File: src/cmg_defs.vh
// Purpose: Constants for the compressed-mode gap sequencer.
// Assumes: Included by bare name; 32-bit Wishbone register words.
// Notes:   Offsets are byte addresses; field positions are low bits.
`ifndef CMG_DEFS_VH
`define CMG_DEFS_VH

// Timing.
`define CMG_CLK_PERIOD_NS   10
`define CMG_SLOT_NS         666667
// Clocks per slot: one slot time over the clock period, sized to the divider.
`define CMG_SLOT_CYCLES     17'h1046a
`define CMG_SLOTS_PER_FRAME 4'hf
`define CMG_LAST_SLOT       4'he

// Register byte offsets.
`define CMG_ADR_CTRL   8'h00
`define CMG_ADR_CMD    8'h04
`define CMG_ADR_GAP    8'h08
`define CMG_ADR_PAT    8'h0c
`define CMG_ADR_CFN    8'h10
`define CMG_ADR_STATUS 8'h14

// Readable bit masks of the writable registers.
`define CMG_MASK_CTRL 32'h0000_0007
`define CMG_MASK_GAP  32'h01ff_0fff
`define CMG_MASK_PAT  32'h00ff_ffff
`define CMG_MASK_CFN  32'h00ff_ffff

// Reset values.
`define CMG_RST_CTRL 32'h0000_0000
`define CMG_RST_GAP  32'h0000_0078
`define CMG_RST_PAT  32'h0000_0101
`define CMG_RST_CFN  32'h0000_0000

// Control and command bits.
`define CMG_CTRL_TGPS  0
`define CMG_CTRL_EVSEL 1
`define CMG_CTRL_STOPE 2
`define CMG_CMD_APPLY  0
`define CMG_CMD_START  1
`define CMG_CMD_STOP   2

`endif

File: src/cmg_gap_sequencer.v
// Purpose: Uplink compressed-mode gap sequencer with a Wishbone register port.
// Assumes: One 100 MHz clock; trigger pins are asynchronous to it.
// Notes:   Slot timing is a divided enable; the data path sits outside this block.
//
// Decided for this implementation: the Wishbone interface to the registers and the register offsets.
`timescale 1ns/1ps
`include "cmg_defs.vh"

module cmg_gap_sequencer #(
	parameter [16:0] SLOT_CYCLES = `CMG_SLOT_CYCLES
) (
	input  wire        CLK,                     // System clock.
	input  wire        SYS_RST,                 // Synchronous reset, active high.
	input  wire        WB_CYC_I,                // Bus cycle.
	input  wire        WB_STB_I,                // Bus strobe.
	input  wire        WB_WE_I,                 // Write enable.
	input  wire [7:0]  WB_ADR_I,                // Byte address.
	input  wire [3:0]  WB_SEL_I,                // Byte lane selects.
	input  wire [31:0] WB_DAT_I,                // Write data.
	output wire [31:0] WB_DAT_O,                // Read data.
	output wire        WB_ACK_O,                // Acknowledge.
	input  wire        START_TRIG_IN,           // External start trigger pin.
	input  wire        STOP_TRIG_IN,            // External stop trigger pin.
	output wire        SLOT_STROBE,             // One-cycle pulse per slot.
	output wire        FRAME_STROBE,            // One-cycle pulse per frame.
	output wire [7:0]  CFN_OUT,                 // Connection frame number.
	output wire [3:0]  SLOT_OUT,                // Slot within the frame.
	output wire        TX_ON,                   // Low during gap slots.
	output wire        COMP_FRAME,              // High during a compressed frame.
	output wire [7:0]  COMPRESSED_POWER_OFFSET, // Power offset in dB, zero otherwise.
	output wire        COMP_EVENT,              // Compressed frame event pulse.
	output wire        ARMED                    // Compressed mode armed.
);

	localparam [1:0] ST_IDLE = 2'h0;
	localparam [1:0] ST_WAIT = 2'h1;
	localparam [1:0] ST_RUN  = 2'h2;

	////////////////////////////////////////////////////////////////////////////////
	// Declarations.
	reg         ack_q;
	reg  [31:0] dat_q;
	reg  [31:0] p_ctrl_q, p_gap_q, p_pat_q, p_cfn_q;
	reg  [31:0] a_ctrl_q, a_gap_q, a_pat_q, a_cfn_q;
	reg         pend_q;
	reg  [2:0]  st_sync_q, sp_sync_q;
	reg  [16:0] div_q;
	reg  [3:0]  slot_q;
	reg  [7:0]  cfn_q;
	reg  [1:0]  state_q;
	reg  [1:0]  state_d;
	reg         armed_q;
	reg         armed_d;
	reg  [11:0] pos_q;
	reg  [7:0]  fidx_q, pcnt_q;
	reg         gap_q, comp_q, event_q, ftick_q;
	reg  [7:0]  pwr_q;

	////////////////////////////////////////////////////////////////////////////////
	// Byte-lane merge for writes.
	function [31:0] merge;
		input [31:0] old;
		input [31:0] wdat;
		input [3:0]  sel;
		integer      i;
		begin
			merge = old;
			for (i = 0; i < 4; i = i + 1) begin
				if (sel[i]) begin
					merge[i*8 +: 8] = wdat[i*8 +: 8];
				end
			end
		end
	endfunction

	////////////////////////////////////////////////////////////////////////////////
	// Bus decode: a write takes effect on the edge where ack is sampled high.
	wire bus_req = WB_CYC_I & WB_STB_I;
	wire wr_en   = bus_req & WB_WE_I & ack_q;
	wire cmd_wr  = wr_en & (WB_ADR_I == `CMG_ADR_CMD) & WB_SEL_I[0];
	wire sw_apply = cmd_wr & WB_DAT_I[`CMG_CMD_APPLY];
	wire sw_start = cmd_wr & WB_DAT_I[`CMG_CMD_START];
	wire sw_stop  = cmd_wr & WB_DAT_I[`CMG_CMD_STOP];
	wire par_wr   = wr_en & ((WB_ADR_I == `CMG_ADR_CTRL) | (WB_ADR_I == `CMG_ADR_GAP) |
	                         (WB_ADR_I == `CMG_ADR_PAT) | (WB_ADR_I == `CMG_ADR_CFN));

	////////////////////////////////////////////////////////////////////////////////
	// Active parameter fields; only the applied copy steers the sequencer.
	wire       tgps      = a_ctrl_q[`CMG_CTRL_TGPS];
	wire       evsel     = a_ctrl_q[`CMG_CTRL_EVSEL];
	wire       stop_en   = a_ctrl_q[`CMG_CTRL_STOPE];
	wire [3:0] tgsn      = a_gap_q[3:0];
	wire [3:0] tgl1      = a_gap_q[7:4];
	wire [3:0] tgl2      = a_gap_q[11:8];
	wire [8:0] tgd       = a_gap_q[24:16];
	wire [7:0] tgpl1     = a_pat_q[7:0];
	wire [7:0] tgpl2     = a_pat_q[15:8];
	wire [7:0] tgprc     = a_pat_q[23:16];
	wire [7:0] tgcfn     = a_cfn_q[7:0];
	wire [7:0] stop_cfn  = a_cfn_q[15:8];
	wire [7:0] pwr_off   = a_cfn_q[23:16];

	////////////////////////////////////////////////////////////////////////////////
	// Wishbone slave with one wait state; unmapped reads return zero.
	always @(posedge CLK) begin
		if (SYS_RST) begin
			ack_q <= 1'b0;
			dat_q <= 32'h0000_0000;
		end else begin
			ack_q <= bus_req & ~ack_q;
			if (bus_req & ~ack_q & ~WB_WE_I) begin
				if (WB_ADR_I == `CMG_ADR_CTRL) begin
					dat_q <= p_ctrl_q & `CMG_MASK_CTRL;
				end else if (WB_ADR_I == `CMG_ADR_GAP) begin
					dat_q <= p_gap_q & `CMG_MASK_GAP;
				end else if (WB_ADR_I == `CMG_ADR_PAT) begin
					dat_q <= p_pat_q & `CMG_MASK_PAT;
				end else if (WB_ADR_I == `CMG_ADR_CFN) begin
					dat_q <= p_cfn_q & `CMG_MASK_CFN;
				end else if (WB_ADR_I == `CMG_ADR_STATUS) begin
					dat_q <= {8'h00, pcnt_q, slot_q, cfn_q, gap_q, pend_q, (state_q == ST_RUN), armed_q};
				end else begin
					dat_q <= 32'h0000_0000;
				end
			end
		end
	end

	////////////////////////////////////////////////////////////////////////////////
	// Pending and active parameter sets; apply copies pending to active.
	always @(posedge CLK) begin
		if (SYS_RST) begin
			p_ctrl_q <= `CMG_RST_CTRL;
			p_gap_q  <= `CMG_RST_GAP;
			p_pat_q  <= `CMG_RST_PAT;
			p_cfn_q  <= `CMG_RST_CFN;
			a_ctrl_q <= `CMG_RST_CTRL;
			a_gap_q  <= `CMG_RST_GAP;
			a_pat_q  <= `CMG_RST_PAT;
			a_cfn_q  <= `CMG_RST_CFN;
			pend_q   <= 1'b0;
		end else begin
			if (wr_en & (WB_ADR_I == `CMG_ADR_CTRL)) begin
				p_ctrl_q <= merge(p_ctrl_q, WB_DAT_I, WB_SEL_I) & `CMG_MASK_CTRL;
			end
			if (wr_en & (WB_ADR_I == `CMG_ADR_GAP)) begin
				p_gap_q <= merge(p_gap_q, WB_DAT_I, WB_SEL_I) & `CMG_MASK_GAP;
			end
			if (wr_en & (WB_ADR_I == `CMG_ADR_PAT)) begin
				p_pat_q <= merge(p_pat_q, WB_DAT_I, WB_SEL_I) & `CMG_MASK_PAT;
			end
			if (wr_en & (WB_ADR_I == `CMG_ADR_CFN)) begin
				p_cfn_q <= merge(p_cfn_q, WB_DAT_I, WB_SEL_I) & `CMG_MASK_CFN;
			end
			// Edits wait here until applied; only one sequence set exists.
			if (sw_apply) begin
				a_ctrl_q <= p_ctrl_q;
				a_gap_q  <= p_gap_q;
				a_pat_q  <= p_pat_q;
				a_cfn_q  <= p_cfn_q;
			end
			// A parameter write in the apply cycle keeps the flag set.
			if (par_wr) begin
				pend_q <= 1'b1;
			end else if (sw_apply) begin
				pend_q <= 1'b0;
			end
		end
	end

	////////////////////////////////////////////////////////////////////////////////
	// Trigger pin synchronisers; edges are taken from the second and third stages.
	always @(posedge CLK) begin
		if (SYS_RST) begin
			st_sync_q <= 3'h0;
			sp_sync_q <= 3'h0;
		end else begin
			st_sync_q <= {st_sync_q[1:0], START_TRIG_IN};
			sp_sync_q <= {sp_sync_q[1:0], STOP_TRIG_IN};
		end
	end

	wire ext_start = st_sync_q[1] & ~st_sync_q[2];
	wire ext_stop  = sp_sync_q[1] & ~sp_sync_q[2];

	////////////////////////////////////////////////////////////////////////////////
	// Slot divider, slot counter and CFN counter, running from reset onward.
	wire slot_tick  = (div_q == SLOT_CYCLES - 17'h00001);
	wire frame_tick = slot_tick & (slot_q == `CMG_LAST_SLOT);

	always @(posedge CLK) begin
		if (SYS_RST) begin
			div_q  <= 17'h00000;
			slot_q <= 4'h0;
			cfn_q  <= 8'h00;
		end else begin
			div_q <= slot_tick ? 17'h00000 : div_q + 17'h00001;
			if (frame_tick) begin
				slot_q <= 4'h0;
				cfn_q  <= cfn_q + 8'h01;
			end else if (slot_tick) begin
				slot_q <= slot_q + 4'h1;
			end
		end
	end

	////////////////////////////////////////////////////////////////////////////////
	// Gap windows measured in slots from the start of the current pattern.
	wire [11:0] g1s   = {8'h00, tgsn};
	wire [11:0] g1e   = g1s + {8'h00, tgl1};
	wire [11:0] g2s   = g1s + {3'h0, tgd};
	wire [11:0] g2e   = g2s + {8'h00, tgl2};
	wire        two   = (tgd != 9'h000) & (tgl2 != 4'h0);
	wire [11:0] fb    = pos_q - {8'h00, slot_q};
	wire [11:0] fe    = fb + {8'h00, `CMG_SLOTS_PER_FRAME};
	wire        run   = (state_q == ST_RUN) & tgps;
	wire        in_g1 = (pos_q >= g1s) & (pos_q < g1e);
	wire        in_g2 = two & (pos_q >= g2s) & (pos_q < g2e);
	wire        fr_g1 = (tgl1 != 4'h0) & (g1s < fe) & (g1e > fb);
	wire        fr_g2 = two & (g2s < fe) & (g2e > fb);
	wire        comp_w = run & (fr_g1 | fr_g2);

	// Pattern bookkeeping: odd patterns use the second length.
	wire [7:0] plen     = pcnt_q[0] ? tgpl2 : tgpl1;
	wire       pat_end  = frame_tick & (fidx_q + 8'h01 >= plen);
	wire       cnt_done = pat_end & (tgprc != 8'h00) & (pcnt_q + 8'h01 == tgprc);
	wire       cfn_done = frame_tick & stop_en & (cfn_q == stop_cfn);
	wire       seq_done = (state_q == ST_RUN) & (cnt_done | cfn_done);
	wire       start_ev = sw_start | ext_start;
	wire       stop_ev  = sw_stop | ext_stop | sw_apply;

	////////////////////////////////////////////////////////////////////////////////
	// Armed flag: a start in the same cycle as a clear wins.
	always @* begin
		armed_d = armed_q;
		if (start_ev) begin
			armed_d = 1'b1;
		end else if (stop_ev | seq_done) begin
			armed_d = 1'b0;
		end
	end

	////////////////////////////////////////////////////////////////////////////////
	// Sequencer next state.
	always @* begin
		state_d = state_q;
		if (stop_ev | seq_done) begin
			state_d = ST_IDLE;
		end else begin
			case (state_q)
				ST_IDLE: begin
					if (armed_q) begin
						state_d = ST_WAIT;
					end
				end
				ST_WAIT: begin
					if (frame_tick & tgps & (cfn_q + 8'h01 == tgcfn)) begin
						state_d = ST_RUN;
					end
				end
				ST_RUN: begin
					state_d = ST_RUN;
				end
				default: begin
					state_d = ST_IDLE;
				end
			endcase
		end
	end

	////////////////////////////////////////////////////////////////////////////////
	// Sequencer registers: pattern position, frame index and pattern count.
	always @(posedge CLK) begin
		if (SYS_RST) begin
			state_q <= ST_IDLE;
			armed_q <= 1'b0;
			pos_q   <= 12'h000;
			fidx_q  <= 8'h00;
			pcnt_q  <= 8'h00;
		end else begin
			state_q <= state_d;
			armed_q <= armed_d;
			if (state_q != ST_RUN) begin
				pos_q  <= 12'h000;
				fidx_q <= 8'h00;
				if (state_d == ST_RUN) begin
					pcnt_q <= 8'h00;
				end
			end else if (pat_end) begin
				pos_q  <= 12'h000;
				fidx_q <= 8'h00;
				pcnt_q <= pcnt_q + 8'h01;
			end else if (frame_tick) begin
				pos_q  <= pos_q + 12'h001;
				fidx_q <= fidx_q + 8'h01;
			end else if (slot_tick) begin
				pos_q <= pos_q + 12'h001;
			end
		end
	end

	////////////////////////////////////////////////////////////////////////////////
	// Registered outputs: gap blanking, compressed-frame flag, offset and event.
	always @(posedge CLK) begin
		if (SYS_RST) begin
			gap_q   <= 1'b0;
			comp_q  <= 1'b0;
			pwr_q   <= 8'h00;
			event_q <= 1'b0;
			ftick_q <= 1'b0;
		end else begin
			ftick_q <= frame_tick;
			// Counters keep running through gaps; only transmission is blanked.
			gap_q   <= run & (in_g1 | in_g2);
			comp_q  <= comp_w;
			// Coding is untouched here, so compressed frames stay fully coded.
			pwr_q   <= comp_w ? pwr_off : 8'h00;
			event_q <= evsel & comp_w & (~comp_q | ftick_q);
		end
	end

	////////////////////////////////////////////////////////////////////////////////
	// Output assignments.
	assign WB_DAT_O                = dat_q;
	assign WB_ACK_O                = ack_q;
	assign SLOT_STROBE             = slot_tick;
	assign FRAME_STROBE            = frame_tick;
	assign CFN_OUT                 = cfn_q;
	assign SLOT_OUT                = slot_q;
	assign TX_ON                   = ~gap_q;
	assign COMP_FRAME              = comp_q;
	assign COMPRESSED_POWER_OFFSET = pwr_q;
	assign COMP_EVENT              = event_q;
	assign ARMED                   = armed_q;

endmodule

File: config.mk
export PLATFORM = sky130hd
export DESIGN_NAME = cmg_gap_sequencer
export DESIGN_NICKNAME = d
export VERILOG_FILES = /design/src/cmg_gap_sequencer.v
export VERILOG_INCLUDE_DIRS = /design/src
export SDC_FILE = /design/constraint.sdc
export NUM_CORES = 1
export LEC_CHECK = 0
export BUFFER_PORTS_ARGS = -buffer_cell sky130_fd_sc_hd__buf_2
export CORE_MARGIN = 2
export CORE_UTILIZATION = 65
export DETAILED_ROUTE_END_ITERATION = 10
export PLACE_DENSITY = 0.83
export SYNTH_ARGS = -nofsm -noshare
export SYNTH_HDL_FRONTEND = slang
export SYNTH_SLANG_ARGS = --single-unit
File: constraint.sdc
create_clock -name CLK -period 5.9 [get_ports CLK]
set_input_delay 1.77 -clock CLK [delete_from_list [all_inputs] [get_ports CLK]]
set_output_delay 1.77 -clock CLK [all_outputs]
set_load 0.02 [all_outputs]
==> out/metrics.csv <==
stage,metric,value,unit
finish,final_common_cell,dfxtp_1,
status,status,finished clean,
worst_setup_path,startpoint_type,flip-flop,
floorplanning,die_w,147,um
clocking,path_clk_slew,0.06,ns
hold_path,hp-class,reg2reg,
placed_design,gp_congestion,0.949,
yosys,ys_ff_latch,249,
floorplanning,ios,110,
clocking,hold_buffers,0,
finish,antenna_cells,0,
placed_design,hpwl,24400,um
finish,area_delta_synth_final,10.2,%
routing,routedWlPerCell,17.8,um
worst_setup_path,crit_type,reg2reg,
clocking,ctsHtreeMaxLevel,1,
finish,regArea,0.00498,mm^2
worst_setup_path,path_cells,ha_1 > inv_1 > fa_1 > xor2_1 > a2111oi_0 > a221oi_1 > o21ai_0 > o21bai_1 > xor2_1 > inv_1 > ha_1 > a21oi_1 > o21ai_0 > nor3b_1 > a221o_1 > o32ai_1,
timing,fin_crit_sh,0.828,
clocking,post_cts_buffers,0,
yosys,postSynth.asyncResetShare,0,
timing,fin_tns_setup,0,ns
clocking,clock-sinks,249,
routing,drt-pass1-iter-count,5,
worst_setup_path,cpPeakStageDelay,0.57,ns
floorplanning,initial_core_util,0.658,
routing,vias,11709,
yosys,synth_cell_types,69,
routing,wirelength,34300,um
finish,fin_util,0.725,
clocking,cts_buffer_depth,3,
flow_run,max-cap-violations,0,
timing,rsz0062_at_grt,false,
yosys,synth_top_area_share,0.377,
placed_design,dp_cells,1889,
worst_setup_path,crit_slowest_cell,dfxtp_1,
yosys,syn_area,0.0132,mm^2
worst_setup_path,worstPathMaxFanout,10,
pwr,leakage,5.67,nW
yosys,ys.flop_type,dfxtp_1,
finish,final_nets,1790,
timing,worst_pin_slew,1.22,ns
timing,finalMaxSlewViolations,0,
global_routing,grt_usage,0.315,
routing,drc,0,
timing,setup_viol,0,
finish,drive_gt1_frac,0.0998,
worst_setup_path,ff2ff_setup_slack,1.01,ns
clocking,cts_buffers,25,
global_routing,overflow,0,
yosys,syn-instance-count,1588,
timing,max_freq,205,MHz
pwr,ir_drop,0.000262,V
clocking,clk_latency,0.52,ns
timing,clock_skew,0.0194,ns
floorplanning,die_area,0.0215,mm^2
pwr,power_density,224,mW/mm^2
timing,hold_violations,0,
floorplanning,num_rows,52,
finish,fillers,1516,
routing,drt_iter0_drc,1043,
routing,ant_nets,0,
clocking,cts_tree,yes,
global_routing,grt_antenna_before_repair,0,
timing,period_needed,4.89,ns
worst_setup_path,critPathRequiredTime,6.30,ns
routing,viasPerCell,6.06,
clocking,cts-root-buf,clkbuf_16,
placed_design,numPortBuffers,95,
global_routing,grt_max_degree,98,
yosys,yosysWarnings,0,
yosys,seq_area_frac_synth,0.377,
yosys,synth_area_leaders,"dfxtp_1 (38%), ha_1 (8.4%), nand2_1 (6.7%), mux2i_1 (6.2%), a21oi_1 (5.9%)",
timing,holdWs,0.458,ns
clocking,cts_resized,0,
yosys,syn_avg_cell_area,8.33,um^2
finish,multi_input_comb_area,0.00770,mm^2
yosys,synth_top_area_cell,dfxtp_1,
timing,slew_headroom,0.182,
worst_setup_path,end_kind,flip-flop,
global_routing,grt_pass1_wl,55800,um
finish,layout_common_cells,"dfxtp_1 (249), nand2_1 (234), nor2_1 (182)",
finish,fin_cells,1933,
floorplanning,core,0.0201,mm^2
yosys,synth_edf_count,0,
global_routing,grt_pass1_vias,10889,
floorplanning,fp.dieH,147,um
worst_setup_path,cp_data_arrival_time,5.29,ns
cell type report:
cell class | count | area share
Clock inverter | 9 | 0.00369
Tap cell | 270 | 0.0232
Clock buffer | 35 | 0.0483
Sequential cell | 249 | 0.342
Multi-Input combinational cell | 1206 | 0.529
Inverter | 57 | 0.0147
Timing Repair Buffer | 107 | 0.0393
synth_stat cells (23+ instances only):
| master | count |
|---|---|
| xnor2_1 | 59 |
| nor3_1 | 23 |
| o21ai_0 | 35 |
| ha_1 | 89 |
| a21o_1 | 24 |
| inv_1 | 54 |
| mux2i_1 | 82 |
| dfxtp_1 | 249 |
| xor2_1 | 49 |
| a21oi_1 | 156 |
| nand2_1 | 235 |
| clkbuf_1 | 70 |
| nor2_1 | 182 |
| nand3_1 | 41 |
critical path: cells and delay by family (launching register included):
family / cells / cell delay, ns
and+or+nand+nor: 1 / 0.16
DFF: 1 / 0.57
AOI/OAI and AO/OA: 8 / 2.19
buffers and inverters: 2 / 0.12
xor gates and xnor gates: 2 / 0.73
adders and majority gates: 3 / 0.98
cells by family after synthesis:
family                   synth area share
AND/OR/NAND/NOR                     0.206
XOR/XNOR                           0.0715
flip-flops                          0.377
AO/OA/AOI/OAI                       0.146
buffers and inverters              0.0432
multiplexers                       0.0655
adder cells (fa/ha/maj)            0.0903
other                            0.000568
path summary, 6_finish.rpt:
kind | start | end | cells past startpoint
setup reg to reg | SLOT_OUT[0] | COMPRESSED_POWER_OFFSET[1] | 16
hold / removal | a_pat_q[4] | a_pat_q[4] | 2
hold reg to reg | a_pat_q[4] | a_pat_q[4] | 2
setup / recovery | SLOT_OUT[0] | COMPRESSED_POWER_OFFSET[1] | 16
flip-flops by register name, indices dropped and copies added (netlist names), 12 cells and up:
signal,count
WB_DAT_O,25
a_cfn_q,24
a_gap_q,21
a_pat_q,24
div_q,17
p_cfn_q,24
p_gap_q,21
p_pat_q,24
pos_q,12
through the flow:
step,area (um^2),setup slack (ns),power [mW]
6_report,14600,1.01,3.26
5_1_grt,14600,0.682,3.34
4_1_cts,14600,1.11,3.26
3_5_place_dp,13800,1.16,1.82
3_3_place_gp,13800,1.34,1.82
2_1_floorplan,13200,1.74,1.78
routing by layer:
layer / global-route usage / routed length [um] / vias up
met1: 0.423 / 14900 / 5540
met3: 0.0519 / 2600 / 80
met2: 0.514 / 15800 / 482
li1: - / - / 5607
met4: 0.110 / 1060 / 0
met5: 0 / 0 / -
power by group:
group / switching (mW) / total, mW / leakage (nW) / internal [mW]
sequential: 0.00600 / 1.69 / 2.01 / 1.69
clock: 0.643 / 1.47 / 0.372 / 0.830
combinational: 0.0637 / 0.0889 / 3.29 / 0.0253
total: 0.713 / 3.26 / 5.67 / 2.54
(Power assumes the default switching activity.)
